`src/verilog/carrier_rate_pkg.sv`:
```
package carrier_rate_pkg;

  // Register addresses
  localparam logic [5:0] ADDR_CARRIER_HIGH = 6'h0d;
  localparam logic [5:0] ADDR_CARRIER_MIDDLE = 6'h0e;
  localparam logic [5:0] ADDR_CARRIER_LOW = 6'h0f;
  localparam logic [5:0] ADDR_RATE_EXPONENT = 6'h10;
  localparam logic [5:0] ADDR_RATE_MANTISSA = 6'h11;

  // Reset values
  localparam logic [5:0] RESET_CARRIER_HIGH = 6'h1e;
  localparam logic [7:0] RESET_CARRIER_MIDDLE = 8'hc4;
  localparam logic [7:0] RESET_CARRIER_LOW = 8'hec;
  localparam logic [3:0] RESET_RATE_EXPONENT = 4'hc;
  localparam logic [7:0] RESET_RATE_MANTISSA = 8'h22;

  // Field widths
  localparam int CARRIER_HIGH_W = 6;
  localparam int CARRIER_WORD_W = 24;
  localparam int EXPONENT_W = 4;
  localparam int MANTISSA_W = 8;
  localparam int SPACING_W = 16;
  localparam int PHASE_W = 28;
  localparam int INCREMENT_W = 24;

  // Hidden leading one of the mantissa, value 256
  localparam logic [INCREMENT_W-1:0] MANTISSA_HIDDEN_ONE = 24'h00_0100;
  localparam logic [7:0] READ_ZERO = 8'h00;

  typedef struct packed {
    logic [CARRIER_HIGH_W-1:0] high;
    logic [7:0] middle;
    logic [7:0] low;
  } carrier_cfg_t;

  typedef struct packed {
    logic [EXPONENT_W-1:0] exponent;
    logic [MANTISSA_W-1:0] mantissa;
  } rate_cfg_t;

  typedef struct packed {
    logic wr;
    logic rd;
    logic [5:0] addr;
    logic [7:0] wdata;
  } reg_req_t;

endpackage : carrier_rate_pkg

```
`src/verilog/symbol_rate_accumulator.sv`:
```
`timescale 1ns/100ps
module symbol_rate_accumulator (
  input wire logic clk_in,
  input wire logic reset_in,
  input wire carrier_rate_pkg::rate_cfg_t rate_in,
  output logic symbol_strobe_out
);

  logic [carrier_rate_pkg::PHASE_W-1:0] phase_reg;
  logic [carrier_rate_pkg::INCREMENT_W-1:0] increment;
  logic [carrier_rate_pkg::PHASE_W:0] sum;

  // (256 + mantissa) shifted by exponent
  assign increment = (carrier_rate_pkg::MANTISSA_HIDDEN_ONE
                      | carrier_rate_pkg::INCREMENT_W'(rate_in.mantissa)) << rate_in.exponent;
  assign sum = {1'b0, phase_reg} + (carrier_rate_pkg::PHASE_W + 1)'(increment);

  always_ff @(posedge clk_in) begin
    if (reset_in) begin
      phase_reg <= '0;
    end else begin
      phase_reg <= sum[carrier_rate_pkg::PHASE_W-1:0];
    end
  end

  // Strobe on every overflow of the 28-bit phase
  always_ff @(posedge clk_in) begin
    if (reset_in) begin
      symbol_strobe_out <= 1'b0;
    end else begin
      symbol_strobe_out <= sum[carrier_rate_pkg::PHASE_W];
    end
  end

endmodule : symbol_rate_accumulator

```
`src/verilog/carrier_and_symbol_rate_config.sv`:
```
`timescale 1ns/100ps
// Function
// - Top two bits of the high carrier register read zero and ignore writes.
// - Carrier word is high[5:0], middle and low bytes concatenated.
// - Carrier frequency equals carrier word times oscillator over 2^16.
// - Rate exponent is a 4-bit field in bits 3:0 of its register.
// - Symbol rate uses 4-bit exponent and 8-bit mantissa with hidden one.
// - Rate is (256 + mantissa) times 2^exponent over 2^28 times oscillator.
// - Bits 7:4 of the exponent register read back as zero.
// - Synth word adds channel number times channel spacing to the base word.
module carrier_and_symbol_rate_config (
  input wire logic clk_in,
  input wire logic reset_in,
  input wire logic reg_wr_in,
  input wire logic reg_rd_in,
  input wire logic [5:0] reg_addr_in,
  input wire logic [7:0] reg_wdata_in,
  input wire logic [7:0] channel_number_in,
  input wire logic [carrier_rate_pkg::SPACING_W-1:0] channel_spacing_in,
  output logic [7:0] reg_rdata_out,
  output logic reg_rvalid_out,
  output logic [carrier_rate_pkg::CARRIER_WORD_W-1:0] carrier_word_out,
  output logic [carrier_rate_pkg::CARRIER_WORD_W-1:0] synth_word_out,
  output logic symbol_strobe_out
);

  // Request bundle from the register port
  carrier_rate_pkg::reg_req_t req;

  // Stored register fields
  logic [carrier_rate_pkg::CARRIER_HIGH_W-1:0] carrier_high_reg;
  logic [7:0] carrier_middle_reg;
  logic [7:0] carrier_low_reg;
  logic [carrier_rate_pkg::EXPONENT_W-1:0] rate_exponent_reg;
  logic [carrier_rate_pkg::MANTISSA_W-1:0] rate_mantissa_reg;

  // Field bundles
  carrier_rate_pkg::carrier_cfg_t carrier_cfg;
  carrier_rate_pkg::rate_cfg_t rate_cfg;

  // Write selects
  logic write_high;
  logic write_middle;
  logic write_low;
  logic write_exponent;
  logic write_mantissa;

  // Data words
  logic [7:0] read_value;
  logic [carrier_rate_pkg::CARRIER_WORD_W-1:0] carrier_word;
  logic [carrier_rate_pkg::CARRIER_WORD_W-1:0] channel_offset;
  logic [carrier_rate_pkg::CARRIER_WORD_W-1:0] synth_word;

  // Write select for one register address
  function automatic logic write_hit(input carrier_rate_pkg::reg_req_t r,
                                     input logic [5:0] addr);
    logic hit;
    hit = r.wr && (r.addr == addr);
    return hit;
  endfunction : write_hit

  // Read value of one register, reserved bits as zero
  function automatic logic [7:0] read_mux(input logic [5:0] addr,
                                          input carrier_rate_pkg::carrier_cfg_t c,
                                          input carrier_rate_pkg::rate_cfg_t r);
    logic [7:0] value;
    value = carrier_rate_pkg::READ_ZERO;
    case (addr)
      carrier_rate_pkg::ADDR_CARRIER_HIGH: value = {2'b00, c.high};
      carrier_rate_pkg::ADDR_CARRIER_MIDDLE: value = c.middle;
      carrier_rate_pkg::ADDR_CARRIER_LOW: value = c.low;
      carrier_rate_pkg::ADDR_RATE_EXPONENT: value = {4'h0, r.exponent};
      carrier_rate_pkg::ADDR_RATE_MANTISSA: value = r.mantissa;
      default: value = carrier_rate_pkg::READ_ZERO;
    endcase
    return value;
  endfunction : read_mux

  // Carrier word from its byte fields, top bits zero
  function automatic logic [carrier_rate_pkg::CARRIER_WORD_W-1:0] merge_carrier(
      input carrier_rate_pkg::carrier_cfg_t c);
    logic [carrier_rate_pkg::CARRIER_WORD_W-1:0] word;
    word = {2'b00, c.high, c.middle, c.low};
    return word;
  endfunction : merge_carrier

  // Carrier word held while in reset
  localparam logic [carrier_rate_pkg::CARRIER_WORD_W-1:0] RESET_WORD = merge_carrier(
    carrier_rate_pkg::carrier_cfg_t'{
      high: carrier_rate_pkg::RESET_CARRIER_HIGH,
      middle: carrier_rate_pkg::RESET_CARRIER_MIDDLE,
      low: carrier_rate_pkg::RESET_CARRIER_LOW
    });

  // Register request from the port
  assign req = '{
    wr: reg_wr_in,
    rd: reg_rd_in,
    addr: reg_addr_in,
    wdata: reg_wdata_in
  };

  // Address decode for writes
  assign write_high = write_hit(req, carrier_rate_pkg::ADDR_CARRIER_HIGH);
  assign write_middle = write_hit(req, carrier_rate_pkg::ADDR_CARRIER_MIDDLE);
  assign write_low = write_hit(req, carrier_rate_pkg::ADDR_CARRIER_LOW);
  assign write_exponent = write_hit(req, carrier_rate_pkg::ADDR_RATE_EXPONENT);
  assign write_mantissa = write_hit(req, carrier_rate_pkg::ADDR_RATE_MANTISSA);

  // High carrier byte, bits 7:6 never stored
  always_ff @(posedge clk_in) begin
    if (reset_in) begin
      carrier_high_reg <= carrier_rate_pkg::RESET_CARRIER_HIGH;
    end else if (write_high) begin
      carrier_high_reg <= req.wdata[carrier_rate_pkg::CARRIER_HIGH_W-1:0];
    end
  end

  // Middle carrier byte
  always_ff @(posedge clk_in) begin
    if (reset_in) begin
      carrier_middle_reg <= carrier_rate_pkg::RESET_CARRIER_MIDDLE;
    end else if (write_middle) begin
      carrier_middle_reg <= req.wdata;
    end
  end

  // Low carrier byte
  always_ff @(posedge clk_in) begin
    if (reset_in) begin
      carrier_low_reg <= carrier_rate_pkg::RESET_CARRIER_LOW;
    end else if (write_low) begin
      carrier_low_reg <= req.wdata;
    end
  end

  // Rate exponent, upper nibble never stored
  always_ff @(posedge clk_in) begin
    if (reset_in) begin
      rate_exponent_reg <= carrier_rate_pkg::RESET_RATE_EXPONENT;
    end else if (write_exponent) begin
      rate_exponent_reg <= req.wdata[carrier_rate_pkg::EXPONENT_W-1:0];
    end
  end

  // Rate mantissa
  always_ff @(posedge clk_in) begin
    if (reset_in) begin
      rate_mantissa_reg <= carrier_rate_pkg::RESET_RATE_MANTISSA;
    end else if (write_mantissa) begin
      rate_mantissa_reg <= req.wdata;
    end
  end

  // Bundle the stored fields
  assign carrier_cfg = '{
    high: carrier_high_reg,
    middle: carrier_middle_reg,
    low: carrier_low_reg
  };
  assign rate_cfg = '{
    exponent: rate_exponent_reg,
    mantissa: rate_mantissa_reg
  };

  // Read value of the addressed register
  assign read_value = read_mux(req.addr, carrier_cfg, rate_cfg);

  // Read data, loaded one cycle after the strobe and held until the next read
  always_ff @(posedge clk_in) begin
    if (reset_in) begin
      reg_rdata_out <= carrier_rate_pkg::READ_ZERO;
    end else if (req.rd) begin
      reg_rdata_out <= read_value;
    end
  end

  // Read valid, one-cycle pulse
  always_ff @(posedge clk_in) begin
    if (reset_in) begin
      reg_rvalid_out <= 1'b0;
    end else begin
      reg_rvalid_out <= req.rd;
    end
  end

  // Base carrier word
  assign carrier_word = merge_carrier(carrier_cfg);

  // Channel offset, product kept to the carrier word width
  assign channel_offset = carrier_rate_pkg::CARRIER_WORD_W'(channel_number_in)
                          * carrier_rate_pkg::CARRIER_WORD_W'(channel_spacing_in);
  // Channel-shifted word, wraps at the carrier word width
  assign synth_word = carrier_word + channel_offset;

  // Base word toward the synthesizer, in steps of oscillator / 2^16
  always_ff @(posedge clk_in) begin
    if (reset_in) begin
      carrier_word_out <= RESET_WORD;
    end else begin
      carrier_word_out <= carrier_word;
    end
  end

  // Channel-shifted word toward the synthesizer
  always_ff @(posedge clk_in) begin
    if (reset_in) begin
      synth_word_out <= RESET_WORD;
    end else begin
      synth_word_out <= synth_word;
    end
  end

  // Symbol strobe generator
  symbol_rate_accumulator rate_gen (
    .clk_in(clk_in),
    .reset_in(reset_in),
    .rate_in(rate_cfg),
    .symbol_strobe_out(symbol_strobe_out)
  );

endmodule : carrier_and_symbol_rate_config

```
`config.mk`:
```
export PLATFORM = sky130hd
export DESIGN_NAME = carrier_and_symbol_rate_config
export DESIGN_NICKNAME = d
export VERILOG_FILES = /design/src/verilog/carrier_rate_pkg.sv /design/src/verilog/symbol_rate_accumulator.sv /design/src/verilog/carrier_and_symbol_rate_config.sv
export SDC_FILE = /design/constraint.sdc
export NUM_CORES = 1
export LEC_CHECK = 0
export BUFFER_PORTS_ARGS = -buffer_cell sky130_fd_sc_hd__buf_2
export CAP_MARGIN = 20
export CORE_MARGIN = 2
export CORE_UTILIZATION = 55
export DETAILED_ROUTE_END_ITERATION = 12
export PLACE_DENSITY = 0.78
export RECOVER_POWER = 25
export SYNTH_ARGS = -nofsm -noshare
export SYNTH_HDL_FRONTEND = slang
export SYNTH_HIERARCHICAL = 1
export SYNTH_SLANG_ARGS = --single-unit
```
`constraint.sdc`:
```
create_clock -name clk_in -period 17.34 [get_ports clk_in]
set_input_delay 3.468 -clock clk_in [delete_from_list [all_inputs] [get_ports clk_in]]
set_output_delay 3.468 -clock clk_in [all_outputs]
set_load 0.005 [all_outputs]
```
==> reports/metrics.yaml, run 1 <==
wl_mm: 26.1
netlist_top_cells_area: "dfxtp_1 23%, fa_1 21%, ha_1 8.0%, inv_1 6.1%, and2_1 5.5%"
yosysTopAreaCell: "dfxtp_1"
cts-root-buf: "clkbuf_16"
multi_input_area_sq_mm: 0.00716
tns_ns: 0
yosys_warnings: 6
largest_reg_flops: 28
cp_cell_sequence: "buf_2, and2_1, fa_1, inv_1, fa_1, inv_1, fa_1, inv_1, fa_1, inv_1, ha_1, and2_4, a221o_1, o211a_1, o221ai_1, a2111oi_0, a211o_1"
finalMaxSlewViolations: 49
holdBufCountCts: 0
seq_power_share_pct: 21.3
ys_ff_latch: 118
worstPathRequired_ns: 17.65
syn_inst: 1191
vias_per_cell: 5.72
grt_start_max_net_pins: 74
clkTransAtPathRegs_ns: 0.07
cts.sinks: 118
cts_tree: "built"
dieArea_sq_mm: 0.0199
power_density_mw_per_mm2: 125
max-vdd-ir-drop_uv: 103
area_delta_synth_final_pct: 12.1
crit_arrival_ns: 8.21
cts_max_level: 4
drtIter0Drc: 861
die-width_um: 141
endpoint_kind: "flip-flop"
fin_crit_sh_pct: 45.5
status: "complete, but fails checks"
clock_skew_ns: 0.0138
startpoint_type: "input pin"
stdcell_count: 1512
grt_pass1_wl_mm: 42.7
ys_seq_area_share_pct: 22.8
synth-edff-count: 0
fillCellCount: 1513
cts_resized: 0
max_freq_mhz: 127
slew_headroom_pct: -47.1
synthTopCellsByCount: "167 x inv_1, 118 x dfxtp_1, 117 x nand2_1"
firstDrtPassIters: 6
cellLeakagePower_nw: 5.63
rsz0062_at_grt: "no"
postSynth.asyncResetShare_pct: 0
vias: 8644
drtAntennaViolNets: 0
synth_most_common_cell: "inv_1"
grt_use_total_pct: 27.1
layout-drive-gt1-share_pct: 12.5
initial_core_util_pct: 55.7
core_sq_mm: 0.0186
path_class: "input pin to flip-flop"
internal_power_mw: 0.882
drc: 0
hold_violations: 0
diodes: 0
num_rows: 50
grt_pass1_vias: 8324
clock_latency_ns: 0.42
gr-total-overflow: 0
wl_per_cell_um: 17.3
portBuffers: 97
die_y_um: 141
violations: "capacitance limit, slew limit"
fin_nets: 1480
yosys.cell_types.count: 79
io_pins: 100
period_needed_ns: 7.89
drv_cap: 1
antenna_found_initial: 0
hold_class: "flip-flop to flip-flop"
cts_setup_buffers: 0
seqCellArea_sq_mm: 0.00236
path_max_fanout: 16
globalplace.congestion: 0.928
cts_inserted_buffers: 17
slowest_delay_ns: 0.53
switching_share_pct: 39.2
p_clk_share_pct: 28.0
netlist_area_sq_mm: 0.0104
ys.flop_type: "dfxtp_1"
synth.avg_cell_area_sq_um: 8.70
p_switching_mw: 0.569
synth_top_cell_area_share_pct: 22.8
worst_pin_slew_ns: 2.21
dpl.hpwl_mm: 20.0
pwr-share-comb_pct: 50.7
cts.path.max_buffers: 2
slowest_stage: "fa_1"
setup_viol: 0
dp.cells: 1480
metal layers:
layer | track usage, % | share of wire (%) | wire (um)
met3 | 6.08 | 8.1 | 2100
met4 | 8.11 | 2.3 | 592
met1 | 39.1 | 45 | 11700
met2 | 40.8 | 45 | 11800
met5 | 0 | 0 | 0
logic make-up (layout without fill, tap and decap cells):
group           Yosys count  in the layout  synth area share [%]
mux                      34             34                  3.82
compound gates          203            203                  13.9
fa+ha+maj               173            173                  28.7
xor+xnor                 20             20                  1.69
buf+inv                 214            300                  8.14
simple gates            428            428                  20.9
other cells               1              2                0.0362
flops                   118            118                  22.8
final timing paths:
kind                            slack, ns  cells after the start                  from                  to
worst max register to register      12.51                     15    carrier_low_reg[6]  synth_word_out[16]
worst min register to register       0.47                      2      reg_rdata_out[5]    reg_rdata_out[5]
worst max-delay path                 9.45                     17  channel_number_in[4]  synth_word_out[16]
worst min-delay path                 0.47                      2      reg_rdata_out[5]    reg_rdata_out[5]
layout by cell type, fill, tap and decap left out, drive strengths merged, types with 9 or more instances in the layout:
cell type  count
inv          168
dfxtp        118
nand2        117
fa           107
nor2          94
and2          93
buf           93
ha            66
a21oi         55
o21ai         36
nor2b         29
clkbuf        25
nor3          21
mux2i         20
nand3         18
a211o         14
xnor2         12
and3          12
a21o          12
mux2          11
a22o           9
nand4          9
nand3b         9
power groups by stage:
stage	clock, mW	sequential (mW)	combinational [mW]
6_report	0.406	0.310	0.736
5_1_grt	0.421	0.311	0.831
4_1_cts	0.411	0.309	0.732
3_5_place_dp	0	0.314	0.726
3_3_place_gp	0	0.314	0.707
2_1_floorplan	0	0.315	0.548
worst max-delay path: cells and delay by family:
kind            cells  cell delay, ns
simple gates        2            0.39
buf+inv             5            0.39
compound gates      5            1.56
fa+ha+maj           5            2.40
stage by stage:
step                hold slack, ns  total power [mW]  cell area [sq um]  worst slack (ns)  util (%)
CTS                          0.476              1.45              11600              9.56      62.6
global route                 0.511              1.56              11600              9.32      62.5
floorplan                    0.446             0.863              10400              9.46         -
finish                       0.470              1.45              11600              9.45      62.5
detailed placement           0.469              1.04              11000              9.13      58.9
global placement             0.450              1.02              11000              9.19      58.9
cell type report:
class	count	area share, %
clock buffer	19	3.81
clock inverter	13	1.95
inverter	169	5.46
multi-input combinational	860	61.7
sequential	118	20.3
tap	234	2.52
timing repair buffer	99	4.25
Note: power is estimated with default switching activity, not from simulation.
==> run 2, diff against run 1 <==
ABC_AREA = 1   (was unset)
clock period = 8 ns   (was 17.34 ns; I/O delays follow)
==> reports/metrics.yaml, run 2 <==
status: "complete, but fails checks"
violations: "capacitance limit, slew limit"
netlist_area_sq_mm: 0.0113
die_y_um: 147
clkTransAtPathRegs_ns: 0.06
worstReg2RegStart: "carrier_middle_reg[1]"
initial_core_util_pct: 55.8
hold_class: "flip-flop to flip-flop"
startpoint_type: "input pin"
ys.flop_type: "dfxtp_1"
cts_resized: 0
ys_seq_area_share_pct: 21.0
antenna_found_initial: 0
cts_tree: "built"
rsz0062_at_grt: "no"
place_ws_ns: 2.26
drtAntennaViolNets: 0
internal_power_mw: 1.69
dieArea_sq_mm: 0.0216
cts.sinks: 118
area_delta_synth_final_pct: 10.1
postSynth.asyncResetShare_pct: 0
vias_per_cell: 5.10
crit_top_cell: "fa_1"
final_core_util_pct: 61.4
drv_cap: 1
crit_arrival_ns: 5.70
hold_end: "reg_rdata_out[7]"
netlist_top_cells_area: "dfxtp_1 21%, fa_1 19%, nand2_1 17%, inv_1 13%, ha_1 7.3%"
cts-root-buf: "clkbuf_16"
cellLeakagePower_nw: 7.28
ys_ff_latch: 118
dpl.hpwl_mm: 23.4
p_switching_mw: 1.48
hold_depth: 2
cts_max_level: 4
slowest_delay_ns: 0.54
setup_slack_ns: 2.65
worst_pin_slew_ns: 1.84
yosys_warnings: 6
clock_skew_ns: 0.00969
max-vdd-ir-drop_uv: 231
synth_top_cell_area_share_pct: 21.0
syn_inst: 1700
portBuffers: 97
seq_power_share_pct: 21.2
hold_violations: 0
holdBufCountCts: 0
reg2regPathDepth: 15
fin_nets: 1978
yosys.cell_types.count: 39
yosysTopAreaCell: "dfxtp_1"
layout_commonest_cell: "nand2_1"
wl_mm: 29.4
ff2ff_setup_slack_ns: 3.82
endpoint_kind: "flip-flop"
setup_viol: 0
grt_use_total_pct: 28.6
pwr-share-comb_pct: 55.7
slowest_stage: "fa_1"
cts.path.max_buffers: 2
drtIter0Drc: 810
wl_per_cell_um: 14.4
worstHoldStart: "reg_rdata_out[7]"
clock_latency_ns: 0.43
vias: 10400
cp_cell_sequence: "buf_2, nand2_1, fa_1, inv_1, fa_1, fa_1, inv_1, fa_1, inv_1, ha_1, a21oi_1, nor2_1, nor2_1, nand3_1, a21oi_1, o21a_1"
grt_start_max_net_pins: 65
grt_pass1_vias: 10300
diodes: 0
num_rows: 52
max_freq_mhz: 187
grt_pass1_wl_mm: 49.2
core_sq_mm: 0.0202
synthTopCellsByCount: "512 x nand2_1, 394 x inv_1, 137 x nor2_1"
finalMaxSlewViolations: 31
path_class: "input pin to flip-flop"
slew_headroom_pct: -22.5
io_pins: 100
layout-drive-gt1-share_pct: 9.91
gr-total-overflow: 0
synth-edff-count: 0
fin_crit_sh_pct: 66.9
cts_inserted_buffers: 17
switching_share_pct: 46.8
power_density_mw_per_mm2: 256
cts_setup_buffers: 0
r2r_end: "synth_word_out[12]"
final_cell_mix: "512 x nand2_1, 394 x inv_1, 137 x nor2_1"
largest_reg_flops: 28
globalplace.congestion: 0.899
tns_ns: 0
die-width_um: 147
drc: 0
path_max_fanout: 16
synth_most_common_cell: "nand2_1"
p_clk_share_pct: 23.0
period_needed_ns: 5.35
synth.avg_cell_area_sq_um: 6.62
worstPathRequired_ns: 8.35
firstDrtPassIters: 8
## run 2: cell count changes in the layout (fill, tap and decap cells not counted), moves of 30 or more
cell	change
nor2_1	+43
nand2_1	+395
nand3_1	+50
and2_1	-84
o21ai_0	+30
inv_1	+227
## run 2: layout make-up
type | count | area, sq um
clock buffer | 17 | 425
clock inverter | 15 | 135
fill | 1892 | 7780
inverter | 403 | 1520
multi-input combinational | 1126 | 7140
sequential | 118 | 2360
tap | 270 | 338
timing repair buffer | 97 | 475
## run 2: worst max-delay path: cells and delay by family
family / cells / cell delay, ns
fa+ha+maj: 5 / 2.40
simple gates: 4 / 0.55
compound gates: 3 / 0.69
buf+inv: 4 / 0.44
## run 2: power by group through the flow
stage	sequential [mW]	clock, mW	combinational (mW)
global route	0.678	0.766	2.04
finish	0.674	0.730	1.77
floorplan	0.683	0	1.29
detailed placement	0.684	0	1.75
global placement	0.687	0	1.72
CTS	0.673	0.737	1.77
## run 2: how the worst max path moves through the flow
stage,start,endpoint,slack (ns),depth (start not counted)
2_1_floorplan,channel_number_in[7],synth_word_out[20],2.48,21
3_3_place_gp,channel_number_in[1],synth_word_out[20],2.30,18
3_5_place_dp,channel_number_in[6],synth_word_out[12],2.26,16
4_1_cts,channel_number_in[1],synth_word_out[12],2.68,16
5_1_grt,channel_number_in[7],synth_word_out[23],2.42,20
6_report,channel_number_in[1],synth_word_out[12],2.65,16
## run 2: layer usage
layer / up-vias / GRT usage (%) / routed length (um)
li1: 5166 / - / -
met1: 4813 / 38.0 / 12600
met2: 388 / 47.0 / 13700
met3: 68 / 4.97 / 2240
met4: 0 / 11.0 / 833
met5: - / 0 / 0
## run 2: kinds of logic after synthesis
kind of cell,count (synthesis),share of synthesized area [%]
buffers and inverters,457,15.6
xor gates and xnor gates,1,0.0779
other,1,0.0333
and+or+nand+nor,786,29.0
adders and majority gates,173,26.4
DFF,118,21.0
AOI/OAI and AO/OA,164,7.85
## run 2: stage by stage
step                      hold slack, ns  power [mW]  cells  cell area, sq um
after global placement             0.452        2.41   2014             11800
after floorplan                    0.433        1.97   1701             11300
after global routing               0.495        3.48   2046             12400
after detailed placement           0.458        2.44   2014             11800
final                              0.464        3.17   2046             12400
after CTS                          0.467        3.18   2046             12400
